**config.mk**
```make
export PLATFORM = sky130hd
export DESIGN_NAME = spcs_decoder
export DESIGN_NICKNAME = d
export VERILOG_FILES = /design/src/hw/spcs_pkg.sv /design/src/hw/spcs_decoder.sv
export SDC_FILE = /design/constraint.sdc
export NUM_CORES = 2
export LEC_CHECK = 0
export BUFFER_PORTS_ARGS = -buffer_cell sky130_fd_sc_hd__buf_2
export CAP_MARGIN = 20
export CORE_ASPECT_RATIO = 2
export CORE_MARGIN = 4
export CORE_UTILIZATION = 40
export DETAILED_ROUTE_END_ITERATION = 7
export PLACE_DENSITY = 0.62
export SLEW_MARGIN = 30
export SYNTH_ARGS = -nofsm -noshare
export SYNTH_HDL_FRONTEND = slang
export SYNTH_SLANG_ARGS = --single-unit
export TNS_END_PERCENT = 10
```
**constraint.sdc**
```tcl
create_clock -name clk -period 68.7 [get_ports clk]
set_input_delay 6.87 -clock clk [delete_from_list [all_inputs] [get_ports clk]]
set_output_delay 6.87 -clock clk [all_outputs]
set_load 0.02 [all_outputs]
```
**src/hw/spcs_pkg.sv**
```systemverilog
// Constants for the sector-protection command decoder.
// Assumes raw active-low write and read strobes; the decoder resolves the write strobe into a single-clock strobe itself.
// Contract
// - Mode entry is AA@555, 55@2AA, then code 40/60/C0/50/E0 at 555.
// - Any mode exits on writes 90 then 00 at any address.
// - Lock program is A0 then data at lock address; read returns register.
// - Lock bits: 0 secured sector, 1 persistent, 2 password, 3 OTP mode.
// - Program clearing both mode bits aborts, device returns to persistent mode; code drops to MODE_NONE with the lock register kept.
// - Password reads at word addresses 0 to 3 return one word each.
// - Password is 64 bits in four 16-bit words chosen by A1:A0.
// - Erase all persistent bits is 80 then 30 at address 00.
// - Erase pre-programs all persistent bits before clearing them.
// - Status read gives DQ0 zero when protected, one when unprotected.
// - Wrong or misordered cycles leave undefined state; reset command restores. Code honours F0 only while modeReg is MODE_NONE and ignores it inside a mode.
// - Address and data bits outside the command fields are ignored.
// - Sector address is address bits 23 down to 14.
// - Bank address is address bits 23 down to 20.
// - Freeze mode: A0 then 00 sets freeze; bank read returns it on DQ0.
// - Data is taken on the first rising edge of write or chip enable.
package spcs_pkg;
	localparam int          ADDR_W       = 24;
	localparam int          DATA_W       = 16;
	localparam int          SECT_HI      = 23;
	localparam int          SECT_LO      = 14;
	localparam int          SECT_N       = 1024;
	localparam int          BANK_LO      = 20;
	localparam logic [11:0] ADR_UNLOCK1  = 12'h555;
	localparam logic [11:0] ADR_UNLOCK2  = 12'h2aa;
	localparam logic [7:0]  ADR_LOCKREG  = 8'h77;
	localparam logic [7:0]  CMD_AA       = 8'haa;
	localparam logic [7:0]  CMD_55       = 8'h55;
	localparam logic [7:0]  CMD_LOCKMODE = 8'h40;
	localparam logic [7:0]  CMD_PWMODE   = 8'h60;
	localparam logic [7:0]  CMD_NVMODE   = 8'hc0;
	localparam logic [7:0]  CMD_FRZMODE  = 8'h50;
	localparam logic [7:0]  CMD_VOLMODE  = 8'he0;
	localparam logic [7:0]  CMD_EXIT1    = 8'h90;
	localparam logic [7:0]  CMD_EXIT2    = 8'h00;
	localparam logic [7:0]  CMD_PROG     = 8'ha0;
	localparam logic [7:0]  CMD_ERASE1   = 8'h80;
	localparam logic [7:0]  CMD_ERASE2   = 8'h30;
	localparam logic [7:0]  CMD_ULK1     = 8'h25;
	localparam logic [7:0]  CMD_ULK2     = 8'h03;
	localparam logic [7:0]  CMD_ULK3     = 8'h29;
	localparam logic [7:0]  CMD_RESET    = 8'hf0;
	localparam logic [7:0]  DAT_SET      = 8'h00;
	localparam logic [7:0]  DAT_CLR      = 8'h01;
	localparam int          LB_SECURED   = 0;
	localparam int          LB_PERSIST   = 1;
	localparam int          LB_PASSWORD  = 2;
	localparam int          LB_OTP       = 3;
	localparam logic [15:0] LOCK_RESET   = 16'hffff;
	localparam logic [63:0] PW_RESET     = 64'hffffffffffffffff;
	typedef enum logic [7:0] {
		ST_IDLE  = 8'h01,
		ST_UNL1  = 8'h02,
		ST_UNL2  = 8'h04,
		ST_MODE  = 8'h08,
		ST_PROG  = 8'h10,
		ST_EXIT  = 8'h20,
		ST_ERASE = 8'h40,
		ST_ULK   = 8'h80
	} spcs_step_type;
	typedef enum logic [5:0] {
		MODE_NONE = 6'h01,
		MODE_LOCK = 6'h02,
		MODE_PW   = 6'h04,
		MODE_NV   = 6'h08,
		MODE_FRZ  = 6'h10,
		MODE_VOL  = 6'h20
	} spcs_mode_type;
endpackage : spcs_pkg

```
**src/hw/spcs_decoder.sv**
```systemverilog
// Sector-protection command decoder: modes, lock register, password, sector bits.
// Assumes raw active-low strobes from pins; address and data sampled twice before use.
`timescale 1ns/1ps
module spcs_decoder (
	input  wire logic        clk,
	input  wire logic        rst,
	input  wire logic        weN,
	input  wire logic        ceN,
	input  wire logic        oeN,
	input  wire logic [23:0] addr,
	input  wire logic [15:0] dataIn,
	input  wire logic        largest,
	output logic      [15:0] dataOut,
	output logic             dataOe,
	output logic      [5:0]  modeOut,
	output logic             pwUnlocked,
	output logic             busy
);
	logic [2:0]  weSync;
	logic [2:0]  ceSync;
	logic [1:0]  oeSync;
	logic [23:0] addrS1;
	logic [23:0] addrS2;
	logic [15:0] dataS1;
	logic [15:0] dataS2;
	logic        wrStrobe;
	logic        rdActive;
	spcs_pkg::spcs_mode_type modeReg;
	spcs_pkg::spcs_step_type stepReg;
	logic [2:0]  ulkCnt;
	logic        ulkOk;
	logic [15:0] lockReg;
	logic [63:0] pwReg;
	logic        frozenReg;
	logic        unlockedReg;
	localparam int SECT_N_L = spcs_pkg::SECT_N;
	logic [SECT_N_L-1:0] nvBits;
	logic [SECT_N_L-1:0] volBits;
	logic [1:0]  eraseStep;
	logic [9:0]  sect;
	logic [7:0]  dLo;
	logic [11:0] aLo;
	logic [15:0] lockMerged;

	always_ff @(posedge clk or posedge rst) begin
		if (rst) begin
			weSync <= 3'h7;
			ceSync <= 3'h7;
			oeSync <= 2'h3;
			addrS1 <= 24'h000000;
			addrS2 <= 24'h000000;
			dataS1 <= 16'h0000;
			dataS2 <= 16'h0000;
		end else begin
			weSync <= {weSync[1:0], weN};
			ceSync <= {ceSync[1:0], ceN};
			oeSync <= {oeSync[0], oeN};
			addrS1 <= addr;
			addrS2 <= addrS1;
			dataS1 <= dataIn;
			dataS2 <= dataS1;
		end
	end

	// Write ends on the first rising strobe while the other is still low
	assign wrStrobe = (weSync[1] & ~weSync[2] & ~ceSync[2]) |
			(ceSync[1] & ~ceSync[2] & ~weSync[2]);
	assign rdActive = ~oeSync[1] & ~ceSync[2] & weSync[2];
	assign dLo  = dataS2[7:0];
	assign aLo  = addrS2[11:0];
	assign sect = addrS2[spcs_pkg::SECT_HI:spcs_pkg::SECT_LO];
	// Lock bits only go to zero, so the conflict is judged on the merged value
	assign lockMerged = lockReg & dataS2;

	function automatic logic isLockAdr(input logic [7:0] a, input logic big);
		isLockAdr = big ? (a == spcs_pkg::ADR_LOCKREG) : (a == 8'h00);
	endfunction : isLockAdr

	function automatic logic [15:0] pwWord(input logic [63:0] p, input logic [1:0] s);
		pwWord = p[{s, 4'h0} +: 16];
	endfunction : pwWord

	// Command sequencer
	always_ff @(posedge clk or posedge rst) begin
		if (rst) begin
			modeReg     <= spcs_pkg::MODE_NONE;
			stepReg     <= spcs_pkg::ST_IDLE;
			ulkCnt      <= 3'h0;
			ulkOk       <= 1'b1;
			lockReg     <= spcs_pkg::LOCK_RESET;
			pwReg       <= spcs_pkg::PW_RESET;
			frozenReg   <= 1'b0;
			unlockedReg <= 1'b0;
			nvBits      <= '1;
			volBits     <= '1;
			eraseStep   <= 2'h0;
		end else begin
			// Erase pre-programs then clears in two cycles
			if (eraseStep == 2'h1) begin
				nvBits    <= '0;
				eraseStep <= 2'h2;
			end else if (eraseStep == 2'h2) begin
				nvBits    <= '1;
				eraseStep <= 2'h0;
			end
			if (wrStrobe && eraseStep == 2'h0) begin
				if (dLo == spcs_pkg::CMD_RESET && modeReg == spcs_pkg::MODE_NONE) begin
					stepReg <= spcs_pkg::ST_IDLE;
				end else if (modeReg == spcs_pkg::MODE_NONE) begin
					unique case (stepReg)
						spcs_pkg::ST_UNL1: begin
							stepReg <= (aLo == spcs_pkg::ADR_UNLOCK2 && dLo == spcs_pkg::CMD_55)
								? spcs_pkg::ST_UNL2 : spcs_pkg::ST_IDLE;
						end
						spcs_pkg::ST_UNL2: begin
							stepReg <= spcs_pkg::ST_MODE;
							if (aLo == spcs_pkg::ADR_UNLOCK1) begin
								unique case (dLo)
									spcs_pkg::CMD_LOCKMODE: modeReg <= spcs_pkg::MODE_LOCK;
									spcs_pkg::CMD_PWMODE:   modeReg <= spcs_pkg::MODE_PW;
									spcs_pkg::CMD_NVMODE:   modeReg <= spcs_pkg::MODE_NV;
									spcs_pkg::CMD_FRZMODE:  modeReg <= spcs_pkg::MODE_FRZ;
									spcs_pkg::CMD_VOLMODE:  modeReg <= spcs_pkg::MODE_VOL;
									default:                stepReg <= spcs_pkg::ST_IDLE;
								endcase
							end else begin
								stepReg <= spcs_pkg::ST_IDLE;
							end
						end
						default: begin
							stepReg <= (aLo == spcs_pkg::ADR_UNLOCK1 && dLo == spcs_pkg::CMD_AA)
								? spcs_pkg::ST_UNL1 : spcs_pkg::ST_IDLE;
						end
					endcase
				end else begin
					unique case (stepReg)
						spcs_pkg::ST_EXIT: begin
							if (dLo == spcs_pkg::CMD_EXIT2) begin
								modeReg <= spcs_pkg::MODE_NONE;
							end
							stepReg <= (dLo == spcs_pkg::CMD_EXIT2) ? spcs_pkg::ST_IDLE
								: spcs_pkg::ST_MODE;
						end
						spcs_pkg::ST_PROG: begin
							stepReg <= spcs_pkg::ST_MODE;
							unique case (modeReg)
								spcs_pkg::MODE_LOCK: begin
									if (isLockAdr(addrS2[7:0], largest)) begin
										if (!lockMerged[spcs_pkg::LB_PERSIST] &&
											!lockMerged[spcs_pkg::LB_PASSWORD]) begin
											modeReg <= spcs_pkg::MODE_NONE;
											stepReg <= spcs_pkg::ST_IDLE;
										end else begin
											lockReg <= lockMerged;
										end
									end
								end
								spcs_pkg::MODE_PW: begin
									pwReg[{addrS2[1:0], 4'h0} +: 16] <= dataS2;
								end
								spcs_pkg::MODE_NV: begin
									if (dLo == spcs_pkg::DAT_SET && !frozenReg) begin
										nvBits[sect] <= 1'b0;
									end
								end
								spcs_pkg::MODE_FRZ: begin
									if (dLo == spcs_pkg::DAT_SET) begin
										frozenReg <= 1'b1;
									end
								end
								default: begin
									if (dLo == spcs_pkg::DAT_SET) begin
										volBits[sect] <= 1'b0;
									end else if (dLo == spcs_pkg::DAT_CLR) begin
										volBits[sect] <= 1'b1;
									end
								end
							endcase
						end
						spcs_pkg::ST_ERASE: begin
							stepReg <= spcs_pkg::ST_MODE;
							if (aLo[7:0] == 8'h00 && dLo == spcs_pkg::CMD_ERASE2 && !frozenReg) begin
								eraseStep <= 2'h1;
							end
						end
						spcs_pkg::ST_ULK: begin
							// Words 0..3 at count 2..5, final 29 at count 6
							if (ulkCnt == 3'h1) begin
								ulkOk <= ulkOk & (dLo == spcs_pkg::CMD_ULK2);
							end else if (ulkCnt < 3'h6) begin
								ulkOk <= ulkOk & (dataS2 == pwWord(pwReg, addrS2[1:0]))
									& (addrS2[1:0] == 2'(ulkCnt - 3'h2));
							end else begin
								unlockedReg <= ulkOk & (dLo == spcs_pkg::CMD_ULK3);
								stepReg     <= spcs_pkg::ST_MODE;
							end
							ulkCnt <= ulkCnt + 3'h1;
						end
						default: begin
							if (dLo == spcs_pkg::CMD_EXIT1) begin
								stepReg <= spcs_pkg::ST_EXIT;
							end else if (dLo == spcs_pkg::CMD_PROG) begin
								stepReg <= spcs_pkg::ST_PROG;
							end else if (dLo == spcs_pkg::CMD_ERASE1 &&
								modeReg == spcs_pkg::MODE_NV) begin
								stepReg <= spcs_pkg::ST_ERASE;
							end else if (dLo == spcs_pkg::CMD_ULK1 &&
								modeReg == spcs_pkg::MODE_PW) begin
								stepReg <= spcs_pkg::ST_ULK;
								ulkCnt  <= 3'h1;
								ulkOk   <= 1'b1;
							end
						end
					endcase
				end
			end
		end
	end

	// Read data path
	always_ff @(posedge clk or posedge rst) begin
		if (rst) begin
			dataOut <= 16'h0000;
			dataOe  <= 1'b0;
		end else begin
			dataOe <= rdActive && modeReg != spcs_pkg::MODE_NONE;
			unique case (modeReg)
				spcs_pkg::MODE_LOCK: dataOut <= lockReg;
				spcs_pkg::MODE_PW:   dataOut <= pwWord(pwReg, addrS2[1:0]);
				spcs_pkg::MODE_NV:   dataOut <= {15'h0000, nvBits[sect]};
				spcs_pkg::MODE_FRZ:  dataOut <= {15'h0000, ~frozenReg};
				spcs_pkg::MODE_VOL:  dataOut <= {15'h0000, volBits[sect]};
				default:             dataOut <= 16'h0000;
			endcase
		end
	end

	assign modeOut    = modeReg;
	assign pwUnlocked = unlockedReg;
	assign busy       = eraseStep != 2'h0;

	property p_erase_done;
		@(posedge clk) disable iff (rst)
		(eraseStep == 2'h1) |=> (nvBits == '0) ##1 (nvBits == '1);
	endproperty
	a_erase_done: assert property (p_erase_done) else $error("erase sequence wrong");

	property p_exit_mode;
		@(posedge clk) disable iff (rst)
		(wrStrobe && stepReg == spcs_pkg::ST_EXIT && dLo == 8'h00 && eraseStep == 2'h0
			&& modeReg != spcs_pkg::MODE_NONE) |=> (modeReg == spcs_pkg::MODE_NONE);
	endproperty
	a_exit_mode: assert property (p_exit_mode) else $error("exit not taken");

	property p_mode_onehot;
		@(posedge clk) disable iff (rst)
		$onehot(modeReg);
	endproperty
	a_mode_onehot: assert property (p_mode_onehot) else $error("mode not one-hot");

	property p_lock_bits_keep;
		@(posedge clk) disable iff (rst)
		!(lockReg[spcs_pkg::LB_PERSIST] == 1'b0 && lockReg[spcs_pkg::LB_PASSWORD] == 1'b0);
	endproperty
	a_lock_bits_keep: assert property (p_lock_bits_keep) else $error("both mode bits");

	property p_freeze_sticky;
		@(posedge clk) disable iff (rst)
		frozenReg |=> frozenReg;
	endproperty
	a_freeze_sticky: assert property (p_freeze_sticky) else $error("freeze dropped");

	property p_oe_mode;
		@(posedge clk) disable iff (rst)
		dataOe |-> $past(modeReg) != spcs_pkg::MODE_NONE;
	endproperty
	a_oe_mode: assert property (p_oe_mode) else $error("drive outside mode");

	property p_frozen_nv;
		@(posedge clk) disable iff (rst)
		(frozenReg && eraseStep == 2'h0) |=> !$fell(nvBits[sect]) || eraseStep != 2'h0;
	endproperty
	a_frozen_nv: assert property (p_frozen_nv) else $error("frozen bit changed");

	property p_busy_len;
		@(posedge clk) disable iff (rst)
		$rose(busy) |-> busy [*2] ##1 !busy;
	endproperty
	a_busy_len: assert property (p_busy_len) else $error("busy length wrong");

	property p_abort_mode;
		@(posedge clk) disable iff (rst)
		(wrStrobe && eraseStep == 2'h0 && stepReg == spcs_pkg::ST_PROG
			&& modeReg == spcs_pkg::MODE_LOCK && isLockAdr(addrS2[7:0], largest)
			&& !lockMerged[spcs_pkg::LB_PERSIST] && !lockMerged[spcs_pkg::LB_PASSWORD])
			|=> (modeReg == spcs_pkg::MODE_NONE) && $stable(lockReg);
	endproperty
	a_abort_mode: assert property (p_abort_mode) else $error("lock conflict kept");

	property p_unlock_rise;
		@(posedge clk) disable iff (rst)
		$rose(pwUnlocked) |-> ($past(stepReg) == spcs_pkg::ST_ULK)
			&& ($past(dLo) == spcs_pkg::CMD_ULK3);
	endproperty
	a_unlock_rise: assert property (p_unlock_rise) else $error("unlock without final");

	property p_read_oe;
		@(posedge clk) disable iff (rst)
		(rdActive && modeReg != spcs_pkg::MODE_NONE) |=> dataOe;
	endproperty
	a_read_oe: assert property (p_read_oe) else $error("read not driven");
endmodule : spcs_decoder

```
Yosys cells after proc, flatten, opt, wreduce, memory -nomap -nowiden
Index checks and enable logic that the tools add are counted.
{ "word_totals": {"output_inout_bits": 25, "latchBits": 0, "ff_bits": 2255, "word_cells": 206, "mem_bits_ro": 0, "ramBits": 0, "mem_count": 0, "in_bits": 46} }
{ "op_classes": {"mux": 65, "bitwise_logic": 27, "n_shift": 3, "magnitude_cmp": 3, "n_reduce_logical": 35, "div_mod_pow": 0, "multipliers": 0, "add_sub_neg": 3, "eq_ne": 50} }
{ "ops": {"columns": ["op", "n"], "rows": [
  ["1024-bit two-way mux", 10],
  ["1024-bit bitwise AND", 2],
  ["1024-bit inverter", 1],
  ["1024-bit bitwise OR", 1],
  ["16-bit case mux with 5 select lines", 1],
  ["8-bit two-way mux", 9],
  ["64-bit bitwise mux", 1],
  ["8-bit == test, second input constant", 8],
  ["16-bit by 8-bit variable shift with 64-bit output, first input constant", 1],
  ["16-bit by 8-bit indexed part select with 64-bit output", 1],
  ["64-bit by 7-bit indexed part select with 16-bit output", 1],
  ["8-bit by 7-bit == test with 1-bit output, second input constant", 6],
  ["6-bit two-way mux", 7],
  ["8-bit by 6-bit == test with 1-bit output, second input constant", 4],
  ["8-bit case mux with 4 select lines", 1],
  ["6-bit case mux with 5 select lines", 1],
  ["1-bit binary-select mux with 10-bit select", 2],
  ["4-bit two-way mux", 5],
  ["6-bit AND reduction", 3],
  ["16-bit bitwise AND", 1],
  ["16-bit == test", 1],
  ["8-bit by 2-bit == test with 1-bit output, second input constant", 2],
  ["8-bit logical NOT", 2],
  ["2-bit two-way mux", 8],
  ["other kinds (51)", 107]
]} }

Depth between registers and ports, before layout
{ "depth": {"word_depth": 12, "mapped_depth": 14, "ltp_nobuf": 10} }

Worst setup path before layout
OpenSTA, ideal clock, no wires.
{ "synth_path": {"kind": "in2reg", "from": "in largest", "to": "reg modeReg[1] (netlist: modeOut[1])", "t_arrival_ns": 8.080, "setup_slack_ns": 60.495, "required_ns": 68.575, "setup_ns": 0.125, "stages": 7, "n_path_buf": 0, "cell_sequence": "nand3_1 -> o22ai_1 -> and2_1 -> and3_1 -> a211oi_1 -> nor3_2 -> mux2_2"} }
{ "synth_via": {"elab_chain_len": 3} }
{ "synth_rtl": {"columns": ["item", "line", "text"], "rows": [
  ["from (decl)", "spcs_decoder.sv:12", "input wire logic largest,"],
  ["1-bit two-way mux", "spcs_decoder.sv:76", "isLockAdr = big ? (a == spcs_pkg::ADR_LOCKREG) : (a == 8'h00);"],
  ["3-bit != test (no source line)", null, null],
  ["10-bit AND reduction (no source line)", null, null],
  ["to (signal assigned)", "spcs_decoder.sv:86", "modeReg <= spcs_pkg::MODE_NONE;"],
  ["to (signal assigned)", "spcs_decoder.sv:119", "spcs_pkg::CMD_LOCKMODE: modeReg <= spcs_pkg::MODE_LOCK;"],
  ["to (signal assigned)", "spcs_decoder.sv:120", "spcs_pkg::CMD_PWMODE: modeReg <= spcs_pkg::MODE_PW;"],
  ["to (decl)", "spcs_decoder.sv:28", "spcs_pkg::spcs_mode_type modeReg;"]
]} }
No other way between the ends.
A chain may end at the register's enable or synchronous reset.

==> load_flow_metrics.sql <==
INSERT INTO impl_metrics (metric_group, metric, value, unit) VALUES
('status', 'outcome', 'complete, no violations', ''),
('timing', 'slew_at_the_pin_closest_to_its_max_slew_limit', '1.10', 'ns'),
('timing', 'hold_ws', '0.334', 'ns'),
('worst_hold_path', 'worstHoldPathCells', '0', ''),
('critical_path', 'r2r_setup_slack', '61.13', 'ns'),
('yosys', 'seq_area_frac_synth', '0.555', ''),
('power', 'power.ir.vdd_worst', '0.0259', 'mV'),
('yosys', 'synthDistinctLibCells', '75', ''),
('grt', 'globalRouteTotalUtil', '0.266', ''),
('critical_path', 'path_cells', 'buf_2, inv_8, buf_4, buf_12, buf_16, buf_12, buf_16, buf_4, buf_6', ''),
('clocking', 'cts_sinks', '2251', ''),
('clocking', 'holdBufCountCts', '0', ''),
('floorplan', 'die_h', '737', 'µm'),
('clocking', 'clkTransAtPathRegs', '0.07', 'ns'),
('grt', 'number_of_global_route_vias_before_repair', '81000', ''),
('placement', 'hpwlAfterDp', '215', 'mm'),
('finish', 'nFillCells', '24500', ''),
('finish', 'layout-drive-gt1-share', '0.346', ''),
('power', 'combinationalPowerShare', '0.042', ''),
('worst_hold_path', 'hold_removal_path_class', 'register to register', ''),
('route', 'router_iterations_before_antenna_repair', '7', ''),
('yosys', 'syn-cell-area', '106000', 'µm²'),
('critical_path', 'max_stage_delay', '0.80', 'ns'),
('floorplan', 'die_width', '373', 'µm'),
('power', 'switchingPower', '0.000614', 'W'),
('timing', 'hold_violations', '0', ''),
('timing', 'post-route-period-util', '0.161', ''),
('placement', 'gp_routability_congestion', '0.863', ''),
('power', 'p_leak', '41.5', 'nW'),
('clocking', 'htree_num_levels', '4', ''),
('run', 'cap_violations', '0', ''),
('timing', 'timing.setup.tns', '0', 'ns'),
('grt', 'wire_length_of_the_first_global_routing_pass', '546', 'mm'),
('placement', 'io_buffer_count', '68', ''),
('timing', 'max_slew_margin', '0.267', ''),
('finish', 'design.final.nets', '9130', ''),
('worst_hold_path', 'holdPathEnd', 'addrS2[19]', ''),
('grt', 'grt-ovfl-total', '0', ''),
('timing', 'timing.final.max_slew_violations', '0', ''),
('route', 'wirelength', '376', 'mm'),
('yosys', 'dominantRegCellSynth', 'sky130_fd_sc_hd__dfstp_2', ''),
('timing', 'clock.fmax', '90.3', 'MHz'),
('grt', 'grt_antenna_before_repair', '8', ''),
('critical_path', 'cp_data_arrival_time', '12.06', 'ns'),
('floorplan', 'dieArea', '275000', 'µm²'),
('critical_path', 'worstPathRequired', '69.69', 'ns'),
('placement', 'dp_slack', '56.06', 'ns'),
('timing', 'worst_clock_skew', '0.0545', 'ns'),
('floorplan', 'floorplan.io_pins', '71', ''),
('route', 'detail_route.vias_per_cell', '6.43', ''),
('timing', 'unrepaired_setup_endpoints_after_global_routing', 'false', ''),
('route', 'routed-wl-met2', '182', 'mm'),
('worst_hold_path', 'hp-start', 'addrS1[19]', ''),
('clocking', 'cts_tree', 'built', ''),
('yosys', 'synth_largest_area_cell', 'sky130_fd_sc_hd__dfstp_2', ''),
('floorplan', 'placement_rows', '267', ''),
('grt', 'grt_start_max_net_pins', '254', ''),
('power', 'power_density_normalized_to_cell_area', '22.7', 'nW/µm²'),
('route', 'drtAntennaViolNets', '0', ''),
('critical_path', 'critical_register_to_register_path_endpoint', 'dataOut[0]', ''),
('power', 'power.sequential.fraction', '0.507', ''),
('yosys', 'synthesis.area_per_instance', '10.9', 'µm²'),
('clocking', 'post-cts-setup-buffer-count', '0', ''),
('yosys', 'synthArstFlopShare', '1.00', ''),
('critical_path', 'critical_path.reg2reg.startpoint', 'addrS2[14]', ''),
('route', 'drt_iter0_drc', '9309', ''),
('critical_path', 'setup.worst_path.start_class', 'primary input', ''),
('yosys', 'synth_seq_cells', '2251', ''),
('critical_path', 'critPathCaptureType', 'asynchronous set/reset pin', ''),
('route', 'detail_route.drc_violations', '0', ''),
('yosys', 'yosysTopAreaCellShare', '0.529', '');
-- cells by family (layout without fill, tap and decap cells) --
kind of cell | Yosys count | in the layout | synth area share
multiplexers | 875 | 875 | 0.107
flip-flops | 2251 | 2251 | 0.555
XOR/XNOR | 20 | 20 | 0.00165
AND/OR/NAND/NOR | 705 | 705 | 0.0329
buffers and inverters | 1229 | 698 | 0.0473
AO/OA/AOI/OAI | 4635 | 4635 | 0.251
other | 0 | 5 | 0
adder cells (fa/ha/maj) | 54 | 54 | 0.00525
-- cell usage in the layout, fill, tap and decap left out, drive strengths merged, types with 16 or more instances in the layout --
| cell | netlist | final |
|---|---|---|
| nand2 | 260 | 260 |
| o22ai | 268 | 268 |
| mux2 | 17 | 17 |
| maj3 | 47 | 47 |
| nor3 | 48 | 48 |
| inv | 13 | 20 |
| a21boi | 47 | 47 |
| buf | 344 | 320 |
| nand4 | 27 | 27 |
| nor4 | 65 | 65 |
| mux2i | 652 | 652 |
| dfrtp | 112 | 112 |
| nand3 | 35 | 35 |
| a22o | 23 | 23 |
| a31oi | 26 | 26 |
| clkinv | 0 | 33 |
| bufinv | 0 | 17 |
| a22oi | 52 | 52 |
| a21oi | 1979 | 1979 |
| o21a | 16 | 16 |
| o31ai | 1025 | 1025 |
| nor2 | 162 | 162 |
| clkbuf | 872 | 297 |
| o21ai | 1135 | 1135 |
| mux4 | 206 | 206 |
| dfstp | 2139 | 2139 |
-- how the worst max path moves through the flow --
stage | slack [ns] | endpoint | start | depth (start not counted)
2_1_floorplan | 1.77 | addrS1[0] | rst | 1
3_3_place_gp | 56.06 | nvBits[520] | rst | 8
3_5_place_dp | 56.06 | nvBits[522] | rst | 8
4_1_cts | 57.02 | nvBits[677] | rst | 8
5_1_grt | 57.06 | nvBits[714] | rst | 9
6_report | 57.63 | nvBits[126] | rst | 9
-- layer usage --
metal	vias to the layer above	global-route usage
met3	1352	0.0409
met2	3981	0.444
li1	35000	-
met5	-	0
met1	41500	0.298
met4	4	0.222
-- worst max-delay path: cells and delay by family --
kind	cells	cell delay, ns
buf+inv	9	4.57
-- layout make-up --
class	instances	area [µm²]	share of cell area
Sequential cell	2251	59000	0.506
Multi-Input combinational cell	6289	43500	0.373
Clock buffer	297	6000	0.0514
Tap cell	3497	4380	0.0375
Timing Repair Buffer	320	2770	0.0238
Clock inverter	68	832	0.00714
Inverter	13	56.3	0.000483
Antenna cell	5	12.5	0.000107
-- synthesized netlist by cell type, drive strengths merged (10+ instances only) --
| library cell | instances |
|---|---|
| nand3 | 35 |
| a21boi | 47 |
| o221ai | 11 |
| o21ai | 1135 |
| maj3 | 47 |
| dfstp | 2139 |
| inv | 13 |
| buf | 344 |
| a22oi | 52 |
| nor4 | 65 |
| mux2 | 17 |
| nand4 | 27 |
| mux4 | 206 |
| nor3 | 48 |
| a22o | 23 |
| nand3b | 10 |
| a31oi | 26 |
| a21oi | 1979 |
| clkbuf | 872 |
| o22ai | 268 |
| a211oi | 15 |
| dfrtp | 112 |
| o21a | 16 |
| xor2 | 14 |
| mux2i | 652 |
| nor2 | 162 |
| nor2b | 15 |
| nand2 | 260 |
| o31ai | 1025 |
-- power groups by stage --
stage,Combinational [W],Sequential (W),Clock [W]
global placement,0.000105,0.00136,0
global route,0.000115,0.00134,0.00126
finish,0.000110,0.00134,0.00119
CTS,0.000108,0.00134,0.00121
detailed placement,0.000108,0.00136,0
floorplan,0.0000653,0.00134,0
-- per-stage QoR --
step / power, W / cells / util
2_1_floorplan: 0.00141 / 9769 / -
3_3_place_gp: 0.00146 / 12400 / 0.411
3_5_place_dp: 0.00147 / 12400 / 0.413
4_1_cts: 0.00266 / 12700 / 0.439
5_1_grt: 0.00271 / 12700 / 0.440
6_report: 0.00264 / 12700 / 0.440
Note: power is estimated with default switching activity, not from simulation.
